===== config.mk =====
export PLATFORM = sky130hd
export DESIGN_NAME = asel_source_selector
export DESIGN_NICKNAME = d
export VERILOG_FILES = /design/src/asel_pkg.sv /design/src/asel_rate_meter.sv /design/src/asel_sync_class.sv /design/src/asel_source_selector.sv
export VERILOG_INCLUDE_DIRS = /design/src /design/src/src
export SDC_FILE = /design/constraint.sdc
export NUM_CORES = 1
export LEC_CHECK = 0
export BUFFER_PORTS_ARGS = -buffer_cell sky130_fd_sc_hd__clkbuf_2
export CAP_MARGIN = 30
export CORE_ASPECT_RATIO = 1.25
export CORE_MARGIN = 3
export CORE_UTILIZATION = 55
export CTS_CLUSTER_SIZE = 10
export DETAILED_ROUTE_END_ITERATION = 12
export MAX_ROUTING_LAYER = met4
export PLACE_DENSITY = 0.77
export SLEW_MARGIN = 15
export SYNTH_ARGS = -nofsm -noshare
export SYNTH_HDL_FRONTEND = slang
export SYNTH_SLANG_ARGS = --single-unit

===== constraint.sdc =====
create_clock -name sys_clk -period 7.33 [get_ports sys_clk]
set_input_delay 0.3665 -clock sys_clk [delete_from_list [all_inputs] [get_ports sys_clk]]
set_output_delay 0.3665 -clock sys_clk [all_outputs]
set_load 0.01 [all_outputs]

===== src/asel_defs.svh =====
`ifndef ASEL_DEFS_SVH
`define ASEL_DEFS_SVH

// ----------------------------------------------------------------------
// Clock and rate limits.
// ----------------------------------------------------------------------
`define ASEL_CLK_HZ       50000000
`define ASEL_RATE_MIN_HZ  25000
`define ASEL_RATE_MAX_HZ  105000
`define ASEL_WCLK_MAX_HZ  103000
`define ASEL_PW           12
`define ASEL_PER_MAX      12'(`ASEL_CLK_HZ / `ASEL_RATE_MIN_HZ)
`define ASEL_PER_MIN \
   12'((`ASEL_CLK_HZ + `ASEL_RATE_MAX_HZ - 1) / `ASEL_RATE_MAX_HZ)
`define ASEL_WCLK_PER_MIN \
   12'((`ASEL_CLK_HZ + `ASEL_WCLK_MAX_HZ - 1) / `ASEL_WCLK_MAX_HZ)
`define ASEL_PER_IDLE     12'hfff
`define ASEL_SYNC_TOL     12'h004

// ----------------------------------------------------------------------
// Playback sample rates.
// ----------------------------------------------------------------------
`define ASEL_FS_32K       32000
`define ASEL_FS_44K       44100
`define ASEL_FS_48K       48000
`define ASEL_FS_88K       88200
`define ASEL_FS_96K       96000

// ----------------------------------------------------------------------
// Register map and fields.
// ----------------------------------------------------------------------
`define ASEL_REG_CTRL     5'h00
`define ASEL_REG_REF      5'h04
`define ASEL_REG_SYNC     5'h08
`define ASEL_REG_IRQ_ST   5'h0c
`define ASEL_REG_IRQ_MASK 5'h10
`define ASEL_CTRL_AUTO    0
`define ASEL_CTRL_PREF    1
`define ASEL_CTRL_RATE    4
`define ASEL_REF_SLAVE    3
`define ASEL_REF_PAIR     4
`define ASEL_REF_PER      16
`define ASEL_IRQ_REF      0
`define ASEL_IRQ_MODE     1
`define ASEL_IRQ_SYNC     2
`define ASEL_IRQ_W        3
`define ASEL_NSRC         6
`define ASEL_SCAN_LAST    3'h5

`endif


===== src/asel_pkg.sv =====
package asel_pkg;

   typedef enum logic [1:0] {
      ASEL_MASTER = 2'h0,
      ASEL_SCAN   = 2'h1,
      ASEL_FOLLOW = 2'h3
   } asel_state_t;

   typedef enum logic [2:0] {
      ASEL_OPT1  = 3'h0,
      ASEL_OPT2  = 3'h1,
      ASEL_OPT3  = 3'h2,
      ASEL_SPDIF = 3'h3,
      ASEL_WCLK  = 3'h4,
      ASEL_SYNCP = 3'h5,
      ASEL_NONE  = 3'h7
   } asel_src_t;

   typedef enum logic [1:0] {
      ASEL_NO_LOCK = 2'h0,
      ASEL_LOCKED  = 2'h1,
      ASEL_IN_SYNC = 2'h3
   } asel_lock_t;

   typedef enum logic [2:0] {
      ASEL_FS32 = 3'h0,
      ASEL_FS44 = 3'h1,
      ASEL_FS48 = 3'h2,
      ASEL_FS88 = 3'h3,
      ASEL_FS96 = 3'h4
   } asel_rate_t;

endpackage : asel_pkg


===== src/asel_rate_meter.sv =====
`timescale 1ns/1ps
`include "asel_defs.svh"

module asel_rate_meter #(
   parameter logic [11:0] MIN_PER = `ASEL_PER_MIN
) (
   input  wire logic        sys_clk,
   input  wire logic        rst,
   input  wire logic        link_in,
   output logic             valid,
   output logic [11:0]      period
);
   import asel_pkg::*;

   logic [2:0]  sync_q;
   logic [11:0] cnt;
   logic        rise;

   assign rise = sync_q[1] & ~sync_q[2];

   always_ff @(posedge sys_clk) begin
      if (rst) begin
         sync_q <= 3'h0;
      end else begin
         sync_q <= {sync_q[1:0], link_in};
      end
   end

   always_ff @(posedge sys_clk) begin
      if (rst) begin
         cnt <= `ASEL_PER_IDLE;
      end else if (rise) begin
         cnt <= 12'h001;
      end else if (cnt <= `ASEL_PER_MAX) begin
         cnt <= cnt + 12'h001;
      end
   end

   always_ff @(posedge sys_clk) begin
      if (rst) begin
         valid  <= 1'b0;
         period <= 12'h000;
      end else if (rise) begin
         valid  <= (cnt >= MIN_PER) && (cnt <= `ASEL_PER_MAX);
         period <= cnt;
      end else if (cnt > `ASEL_PER_MAX) begin
         valid  <= 1'b0;
      end
   end
endmodule : asel_rate_meter


===== src/asel_sync_class.sv =====
`timescale 1ns/1ps
`include "asel_defs.svh"

module asel_sync_class (
   input  wire logic                 sys_clk,
   input  wire logic                 rst,
   input  wire logic                 valid,
   input  wire logic [11:0]          period,
   input  wire logic [11:0]          expect_per,
   output asel_pkg::asel_lock_t      lock_state
);
   import asel_pkg::*;

   logic [11:0] diff;

   assign diff = (period > expect_per) ? period - expect_per
                                       : expect_per - period;

   always_ff @(posedge sys_clk) begin
      if (rst) begin
         lock_state <= ASEL_NO_LOCK;
      end else if (!valid) begin
         lock_state <= ASEL_NO_LOCK;
      end else if (diff <= `ASEL_SYNC_TOL) begin
         lock_state <= ASEL_IN_SYNC;
      end else begin
         lock_state <= ASEL_LOCKED;
      end
   end
endmodule : asel_sync_class


===== src/asel_source_selector.sv =====
// Chosen here: the address map and the Avalon-MM interface to the registers.
`timescale 1ns/1ps
`include "asel_defs.svh"

module asel_source_selector (
   input  wire logic                 sys_clk,
   input  wire logic                 rst,
   input  wire logic [4:0]           avs_address,
   input  wire logic                 avs_read,
   input  wire logic                 avs_write,
   input  wire logic [31:0]          avs_writedata,
   input  wire logic [3:0]           avs_byteenable,
   output logic [31:0]               avs_readdata,
   output logic                      avs_waitrequest,
   input  wire logic                 optical_input_one,
   input  wire logic                 optical_input_two,
   input  wire logic                 optical_input_three,
   input  wire logic                 spdif_in,
   input  wire logic                 word_clock_in,
   input  wire logic                 sync_port,
   output logic                      irq,
   output logic                      clk_slave,
   output asel_pkg::asel_src_t       active_reference_report,
   output logic [11:0]               ref_period,
   output logic [11:0]               per_input_sync_monitor,
   output logic                      pairing_mode
);
   import asel_pkg::*;

   // -------------------------------------------------------------------
   // Decoding helpers.
   // -------------------------------------------------------------------
   function automatic asel_src_t next_src(input asel_src_t s);
      next_src = (s >= ASEL_SYNCP) ? ASEL_OPT1 : asel_src_t'(s + 3'h1);
   endfunction : next_src

   function automatic logic is_opt(input logic [2:0] s);
      is_opt = (s <= ASEL_OPT3);
   endfunction : is_opt

   function automatic logic src_ok(input logic [2:0] s);
      src_ok = (s <= ASEL_SYNCP);
   endfunction : src_ok

   function automatic logic [11:0] rate_per(input asel_rate_t r);
      unique case (r)
         ASEL_FS32: rate_per = 12'(`ASEL_CLK_HZ / `ASEL_FS_32K);
         ASEL_FS44: rate_per = 12'(`ASEL_CLK_HZ / `ASEL_FS_44K);
         ASEL_FS48: rate_per = 12'(`ASEL_CLK_HZ / `ASEL_FS_48K);
         ASEL_FS88: rate_per = 12'(`ASEL_CLK_HZ / `ASEL_FS_88K);
         ASEL_FS96: rate_per = 12'(`ASEL_CLK_HZ / `ASEL_FS_96K);
         default:   rate_per = 12'(`ASEL_CLK_HZ / `ASEL_FS_48K);
      endcase
   endfunction : rate_per

   // -------------------------------------------------------------------
   // Declarations.
   // -------------------------------------------------------------------
   logic                auto_follow_mode;
   asel_src_t           pref_ref;
   asel_rate_t          rate_sel;
   logic [2:0]          irq_mask;
   logic [2:0]          irq_status;
   asel_state_t         state;
   asel_src_t           cursor;
   logic [2:0]          visited;
   logic [5:0]          pins;
   logic [5:0]          in_valid;
   logic [11:0]         in_period [6];
   logic [11:0]         sys_per;
   logic [11:0]         act_per;
   logic                act_sync;
   logic                pref_ok;
   logic                next_pair;
   logic                wr_en;
   logic [31:0]         rd_word;
   asel_src_t           ref_q;
   logic                slave_q;
   logic [11:0]         mon_q;
   logic [2:0]          events;

   assign pins = {sync_port, word_clock_in, spdif_in,
                  optical_input_three, optical_input_two,
                  optical_input_one};
   assign pref_ok  = src_ok(pref_ref);
   assign sys_per  = rate_per(rate_sel);
   assign wr_en    = avs_write & ~avs_waitrequest & avs_byteenable[0];
   assign act_per  = src_ok(active_reference_report)
                     ? in_period[active_reference_report] : 12'h000;
   assign act_sync = src_ok(active_reference_report)
      && (per_input_sync_monitor[2*active_reference_report +: 2]
          == ASEL_IN_SYNC);
   assign next_pair = pref_ok && is_opt(pref_ref)
      && ((rate_sel == ASEL_FS88) || (rate_sel == ASEL_FS96));

   // -------------------------------------------------------------------
   // Input measurement and sync monitor.
   // -------------------------------------------------------------------
   for (genvar g = 0; g < `ASEL_NSRC; g++) begin : g_in
      localparam logic [11:0] MINP = (g == ASEL_WCLK)
         ? `ASEL_WCLK_PER_MIN : `ASEL_PER_MIN;
      logic [11:0] expect_per;

      assign expect_per = (is_opt(3'(g)) && pairing_mode)
         ? 12'(sys_per << 1) : sys_per;

      asel_rate_meter #(
         .MIN_PER (MINP)
      ) u_meter (
         .sys_clk (sys_clk),
         .rst     (rst),
         .link_in (pins[g]),
         .valid   (in_valid[g]),
         .period  (in_period[g])
      );

      asel_sync_class u_class (
         .sys_clk    (sys_clk),
         .rst        (rst),
         .valid      (in_valid[g]),
         .period     (in_period[g]),
         .expect_per (expect_per),
         .lock_state (per_input_sync_monitor[2*g +: 2])
      );
   end

   // -------------------------------------------------------------------
   // Reference selection.
   // -------------------------------------------------------------------
   always_ff @(posedge sys_clk) begin
      if (rst) begin
         state                   <= ASEL_MASTER;
         cursor                  <= ASEL_OPT1;
         visited                 <= 3'h0;
         active_reference_report <= ASEL_NONE;
      end else if (!auto_follow_mode) begin
         state                   <= ASEL_MASTER;
         active_reference_report <= ASEL_NONE;
      end else begin
         unique case (state)
            ASEL_MASTER: begin
               state   <= ASEL_SCAN;
               cursor  <= pref_ok ? pref_ref : ASEL_OPT1;
               visited <= 3'h0;
               active_reference_report <= ASEL_NONE;
            end
            ASEL_SCAN: begin
               if (in_valid[cursor]) begin
                  state                   <= ASEL_FOLLOW;
                  active_reference_report <= cursor;
               end else if (visited == `ASEL_SCAN_LAST) begin
                  state <= ASEL_MASTER;
               end else begin
                  cursor  <= next_src(cursor);
                  visited <= visited + 3'h1;
               end
            end
            ASEL_FOLLOW: begin
               if (pref_ok && (pref_ref != active_reference_report)
                   && in_valid[pref_ref]) begin
                  active_reference_report <= pref_ref;
               end else if (!in_valid[active_reference_report]) begin
                  state   <= ASEL_SCAN;
                  cursor  <= pref_ok ? pref_ref
                             : next_src(active_reference_report);
                  visited <= 3'h0;
                  active_reference_report <= ASEL_NONE;
               end
            end
            default: begin
               state <= ASEL_MASTER;
            end
         endcase
      end
   end

   // -------------------------------------------------------------------
   // Clock mode and reference report.
   // -------------------------------------------------------------------
   always_ff @(posedge sys_clk) begin
      if (rst) begin
         clk_slave    <= 1'b0;
         ref_period   <= 12'h000;
         pairing_mode <= 1'b0;
      end else begin
         clk_slave    <= auto_follow_mode && (state == ASEL_FOLLOW)
                         && act_sync;
         ref_period   <= act_per;
         pairing_mode <= next_pair;
      end
   end

   // -------------------------------------------------------------------
   // Interrupts.
   // -------------------------------------------------------------------
   assign events = {per_input_sync_monitor != mon_q,
                    clk_slave != slave_q,
                    active_reference_report != ref_q};

   always_ff @(posedge sys_clk) begin
      if (rst) begin
         ref_q      <= ASEL_NONE;
         slave_q    <= 1'b0;
         mon_q      <= 12'h000;
         irq_status <= 3'h0;
         irq        <= 1'b0;
      end else begin
         ref_q      <= active_reference_report;
         slave_q    <= clk_slave;
         mon_q      <= per_input_sync_monitor;
         if (wr_en && (avs_address == `ASEL_REG_IRQ_ST)) begin
            irq_status <= (irq_status
                          & ~avs_writedata[`ASEL_IRQ_W-1:0]) | events;
         end else begin
            irq_status <= irq_status | events;
         end
         irq <= |(irq_status & irq_mask);
      end
   end

   // -------------------------------------------------------------------
   // Register bus.
   // -------------------------------------------------------------------
   always_ff @(posedge sys_clk) begin
      if (rst) begin
         auto_follow_mode <= 1'b0;
         pref_ref         <= ASEL_NONE;
         rate_sel         <= ASEL_FS44;
         irq_mask         <= 3'h0;
      end else if (wr_en && (avs_address == `ASEL_REG_CTRL)) begin
         auto_follow_mode <= avs_writedata[`ASEL_CTRL_AUTO];
         pref_ref <= asel_src_t'(avs_writedata[`ASEL_CTRL_PREF +: 3]);
         rate_sel <= asel_rate_t'(avs_writedata[`ASEL_CTRL_RATE +: 3]);
      end else if (wr_en && (avs_address == `ASEL_REG_IRQ_MASK)) begin
         irq_mask <= avs_writedata[`ASEL_IRQ_W-1:0];
      end
   end

   always_comb begin
      rd_word = 32'h0000_0000;
      case (avs_address)
         `ASEL_REG_CTRL: begin
            rd_word[`ASEL_CTRL_AUTO]      = auto_follow_mode;
            rd_word[`ASEL_CTRL_PREF +: 3] = pref_ref;
            rd_word[`ASEL_CTRL_RATE +: 3] = rate_sel;
         end
         `ASEL_REG_REF: begin
            rd_word[2:0]                  = active_reference_report;
            rd_word[`ASEL_REF_SLAVE]      = clk_slave;
            rd_word[`ASEL_REF_PAIR]       = pairing_mode;
            rd_word[`ASEL_REF_PER +: 12]  = ref_period;
         end
         `ASEL_REG_SYNC:     rd_word[11:0] = per_input_sync_monitor;
         `ASEL_REG_IRQ_ST:   rd_word[2:0]  = irq_status;
         `ASEL_REG_IRQ_MASK: rd_word[2:0]  = irq_mask;
         default:            rd_word       = 32'h0000_0000;
      endcase
   end

   always_ff @(posedge sys_clk) begin
      if (rst) begin
         avs_waitrequest <= 1'b1;
         avs_readdata    <= 32'h0000_0000;
      end else if ((avs_read || avs_write) && avs_waitrequest) begin
         avs_waitrequest <= 1'b0;
         avs_readdata    <= avs_read ? rd_word : 32'h0000_0000;
      end else begin
         avs_waitrequest <= 1'b1;
      end
   end
endmodule : asel_source_selector


==> After elaboration in Yosys (flattened, before gate mapping) <==
Index checks and enable logic that the tools add are counted.
{ "word_totals": {"ff_bits": 268, "in_bits": 51, "output_inout_bits": 63, "elab_cells": 299} }
{ "classes": {"addsub": 21, "order_cmp": 39, "n_eq_ne": 22, "n_shift": 1, "muxes": 78, "bitwise_logic": 30, "n_reduce_logical": 54} }
{ "op_table": {"columns": ["cell", "n"], "rows": [
  ["2-to-1 mux 12 bit", 22],
  ["adder 12 x 1 -> 12 bit (second input constant)", 6],
  ["greater-or-equal comparator 12 x 9 -> 1 bit (second input constant)", 6],
  ["> comparator 12 x 11 -> 1 bit (second input constant)", 6],
  ["<= comparator 12 x 11 -> 1 bit (second input constant)", 6],
  ["<= comparator 12 x 3 -> 1 bit (second input constant)", 6],
  ["subtractor 12 bit", 6],
  ["2-to-1 mux 3 bit", 16],
  ["case mux 11 bit (4 select lines)", 1],
  ["binary-select mux 12 bit (select 3 bit)", 1],
  ["> comparator 12 x 11 -> 1 bit", 3],
  ["> comparator 12 bit", 3],
  ["subtractor 11 x 12 -> 12 bit", 3],
  ["subtractor 12 x 11 -> 12 bit", 3],
  ["2-to-1 mux 28 bit", 1],
  ["OR reduction 2 bit", 14],
  ["case mux 3 bit (3 select lines)", 3],
  ["nonzero test 2 bit", 12],
  ["2-to-1 mux 2 bit", 10],
  ["logical AND 1 bit", 17],
  ["2-to-1 mux 1 bit", 16],
  ["NOT 1 bit", 16],
  ["case mux 3 bit (5 select lines)", 1],
  ["< comparator 3 x 4 -> 1 bit (second input constant)", 3],
  ["37 further kinds", 64]
]} }

==> Longest topological paths before layout <==
{ "depth": {"ltp_word": 7, "ltp_mapped": 19} }

==> Hierarchy <==
From an unflattened synthesis, not the netlist that was laid out.
{ "unflattened": {"hier_cells": 2541, "area_unflattened_um2": 19915.4} }
{ "by_module_without_submodules": {"columns": ["mod", "instances", "cells_per_inst", "area_each_um2", "seq_area_each_um2"], "rows": [
  ["asel_sync_class", 6, 192, 1276.2, 40.0],
  ["asel_rate_meter (g_in[0].u_meter ...)", 5, 150, 1300.0, 560.5],
  ["asel_source_selector", 1, 481, 4386.7, 1601.5],
  ["asel_rate_meter (g_in[4].u_meter)", 1, 158, 1371.3, 560.5]
]} }

==> Least setup slack after synthesis <==
OpenSTA, ideal clock, no wires.
{ "synth_path": {"path_type": "register to register", "startpoint": "register rate_sel[0]", "endpoint": "register g_in[2].u_class.lock_state[1]", "t_arrival_ns": 4.097, "slack_ns": 3.173, "stages_incl_launch_ff": 16, "n_path_buf": 0, "synth_period_minus_slack_ns": 4.157, "path_cell_list": "dfxtp_1 nor2b_1 a21oi_1 inv_1 nand2b_1 o21ai_0 ha_1 nor2b_1 o31a_1 a211oi_2 a21boi_2 mux2_2 a221oi_1 xnor2_1 nor4_1 o2111a_1"} }
{ "synth_between": {"elab_chain_len": 7, "word_cells_on_any_way": 12, "cone_classes": "add/sub (2); order compare (2); eq/ne (3); mux (4); reduce/logical (1)"} }
{ "synth_lines": {"columns": ["element", "line_no", "source"], "rows": [
  ["from (decl)", "asel_source_selector.sv:61", "asel_rate_t rate_sel;"],
  ["from (signal assigned)", "asel_source_selector.sv:233", "rate_sel <= asel_rate_t'(avs_writedata[`ASEL_CTRL_RATE +: 3]);"],
  ["equality test 3 bit (tied with other cells)", "asel_source_selector.sv:46", "unique case (r)"],
  ["case mux 11 bit (4 select lines) *", "asel_source_selector.sv:46", null],
  ["2-to-1 mux 12 bit *", "asel_source_selector.sv:105", "? 12'(sys_per << 1) : sys_per;"],
  ["subtractor 12 bit (tied with other cells)", "asel_sync_class.sv:17", ": expect_per - period;"],
  ["2-to-1 mux 12 bit *", "asel_sync_class.sv:16", "assign diff = (period > expect_per) ? period - expect_per"],
  ["<= comparator 12 x 3 -> 1 bit (no source line) *", null, null],
  ["2-to-1 mux 2 bit *", "asel_sync_class.sv:24", "end else if (diff <= `ASEL_SYNC_TOL) begin"],
  ["to (signal assigned)", "asel_sync_class.sv:23", "lock_state <= ASEL_NO_LOCK;"],
  ["to (signal assigned)", "asel_sync_class.sv:25", "lock_state <= ASEL_IN_SYNC;"],
  ["to (signal assigned)", "asel_sync_class.sv:27", "lock_state <= ASEL_LOCKED;"],
  ["to (decl)", "asel_sync_class.sv:10", "output asel_pkg::asel_lock_t lock_state"]
]} }
Mark *: on every way between the ends. The rest lies on a longest branch, timed or not.
A chain may end at the register's enable or synchronous reset.

==> Final worst setup path <==
{ "layout_path": {"startpoint": "register rate_sel[2]", "endpoint": "register g_in[2].u_class.lock_state[1]"} }
Same word-level chain as after synthesis.

==> out/results.tsv <==
metric	value	unit
status	finished clean	
Vias/cell	5.901	
worst-path fanout max	17	
register area share after synthesis	31.55	%
CTS sink cnt	260	
unrepaired setup endpoints after global routing	false	
first-pass GRT wire length	70.90	mm
Final setup viols	0	
peak supply drop	0.1988	mV
Slew @ Worst Pin	0.9427	ns
Clock Latency Late Sink	0.56	ns
highest-count cells in the layout ignoring fill and taps	259 x dfxtp_1, 244 x nand2_1, 159 x a21oi_1	
Die Wd	160.9	um
IO buf count	77	
Syn. warnings	0	
P_leak	7.373	nW
final RePlAce weighted congestion	1.041	
vias in the first global route	13660	
crit-path max cell delay	0.77	ns
core area	29430	sq um
fillers	2631	
Syn Area/Cell	8.197	sq um
Design Area, Final	17880	sq um
clock slew at reported path FFs	0.07	ns
total power divided by cell area	185.6	nW/um^2
FP Rows	70	
Area Growth Syn to Fin	8.387	%
antenna-violating nets left	0	
data arrival time of the worst path	6.07	ns
CTS Buf Count	30	
synthesized area	16500	sq um
relative slew slack	37.15	%
initial antenna violation count	1	
min Tclk post-route	5.566	ns
Post-synth top flop	dfxtp_1	
routed wire length	44.15	mm
CP Launch Type	register	
cts repair resizes	0	
slowest CP cell	a21oi_1	
DP HPWL	33.29	mm
final worst-path cycle share	75.93	%
drt first pass iters	5	
ys async rst share	0	%
DR WL/cell	18.12	um
H-tree levels	1	
data required time of the worst path	7.84	ns
Max-cap violations	0	
CP endpoint kind	register	
setup_tns	0	ns
Yosys top cell by area	dfxtp_1	
CTS tree	yes	
WS Path Type	reg2reg	
max-slew violations	0	
final hold vios	0	
final layout net count	2227	
1st-iter DRT viols	1112	
Yosys cell types	78	
Die H	199.6	um
synthesis-stage register bit count	260	
Synth area leaders	dfxtp_1 32%, ha_1 11%, nand2_1 5.6%	
Cell Area, Placed	17030	sq um
Max Clock Freq	179.7	MHz
layout cells sized above 1	8.971	%
Via Count	14380	
post-synthesis cell count	2013	
CTS Root Cell	clkbuf_16	
Die ar.	32130	sq um
I/O pin cnt	114	
R2R setup slack	1.76	ns
clock skew	0.02495	ns
critical-path cell list	nor2b_1, buf_4, a21oi_1, inv_1, nand2b_1, o21ai_0, buf_4, ha_1, nor2b_1, o31a_1, a211oi_2, a21boi_2, mux2_2, a221oi_1, xnor2_1, nor4_1, o2111a_1	
DRC	0	
Starting Density	56.07	%
Synth top area share	31.55	%
Hold Path Class	in2reg	
Post-synth EDFFs	0	
maximum buffer depth of the clock tree	3	
largest net degree at the start of global routing	92	
most common cell after layout, fill and taps aside	dfxtp_1	
GRT Total Usage	27.69	%
global route overflow	0	
worst max-delay path, delay by kind of cell (launching register included):
family | cells | cell delay, ns
AO/OA/AOI/OAI | 7 | 2.44
multiplexers | 1 | 0.44
XOR/XNOR | 1 | 0.11
adder cells (fa/ha/maj) | 1 | 0.30
AND/OR/NAND/NOR | 4 | 0.98
flip-flops | 1 | 0.53
buffers and inverters | 3 | 0.70
cell type report:
| class | count | area, sq um | share of cell area [%] |
|---|---|---|---|
| Multi-Input combinational cell | 1523 | 10380 | 58.06 |
| Sequential cell | 260 | 5206 | 29.11 |
| Clock buffer | 34 | 797.0 | 4.457 |
| Timing Repair Buffer | 92 | 504.2 | 2.820 |
| Tap cell | 396 | 495.5 | 2.771 |
| Inverter | 129 | 484.2 | 2.708 |
| Clock inverter | 2 | 10.01 | 0.05597 |
| Antenna cell | 1 | 2.502 | 0.01399 |
through the flow:
stage	utilization, %	instances	power (mW)	setup slack [ns]	hold slack (ns)
floorplan	-	2020	1.935	3.173	0.4138
global placement	57.84	2393	2.033	2.004	0.4172
detailed placement	57.86	2394	2.044	1.878	0.4243
CTS	60.63	2431	3.340	1.858	0.002950
global route	60.77	2437	3.461	1.453	0.01709
finish	60.77	2437	3.319	1.764	0.02175
logic make-up after synthesis:
logic type | synth area share (%)
other | 0.02273
adders and majority gates | 10.62
buffers and inverters | 5.718
AOI/OAI and AO/OA | 20.19
xor gates and xnor gates | 5.786
and+or+nand+nor | 20.31
DFF | 31.55
muxes | 5.816
sequential cells by signal (all words and copies together) (netlist names), 6 cells and up:
register                 cells
avs_readdata                24
g_in.u_class.lock_state     12
g_in.u_meter.cnt            72
g_in.u_meter.period         72
g_in.u_meter.sync_q         18
g_in.u_meter.valid           6
mon_q                       12
ref_period                  12
metal layers:
layer	vias up	GRT usage (%)	wire (um)
met5	-	-	0
met4	0	12.02	1940
met3	115	2.758	2076
met2	388	46.77	21240
met1	6812	33.89	18890
li1	7066	-	-
synthesized netlist by cell type (all sizes together), types with 31 or more instances:
cell type and n:
dfxtp 260, nand2 244, a21oi 160, ha 140, nor2 129, inv 128
a21o 85, clkbuf 85, xnor2 79, nor2b 78, o21ai 67, mux2i 43
nand2b 35, a22oi 34, nor3 34, nand4 31
path summary, 6_finish.rpt:
kind / cells past startpoint / startpoint / end
hold / removal: 2 / avs_writedata[3] / pref_ref[2]
setup / recovery: 17 / rate_sel[2] / g_in[2].u_class.lock_state[1]
hold reg to reg: 1 / g_in[5].u_meter.sync_q[0] / g_in[5].u_meter.sync_q[1]
setup reg to reg: 17 / rate_sel[2] / g_in[2].u_class.lock_state[1]
where the power goes:
part | internal, mW | switching, mW | total [mW]
sequential | 1.47 | 0.0841 | 1.56
combinational | 0.209 | 0.260 | 0.469
clock | 0.750 | 0.544 | 1.29
what timing repair did:
item                                   CTS  global route
hold buffers                             1             0
setup buffers                            0             0
endpoints found under the hold margin    1             0
No activity file was read; power rests on OpenSTA's default activity.
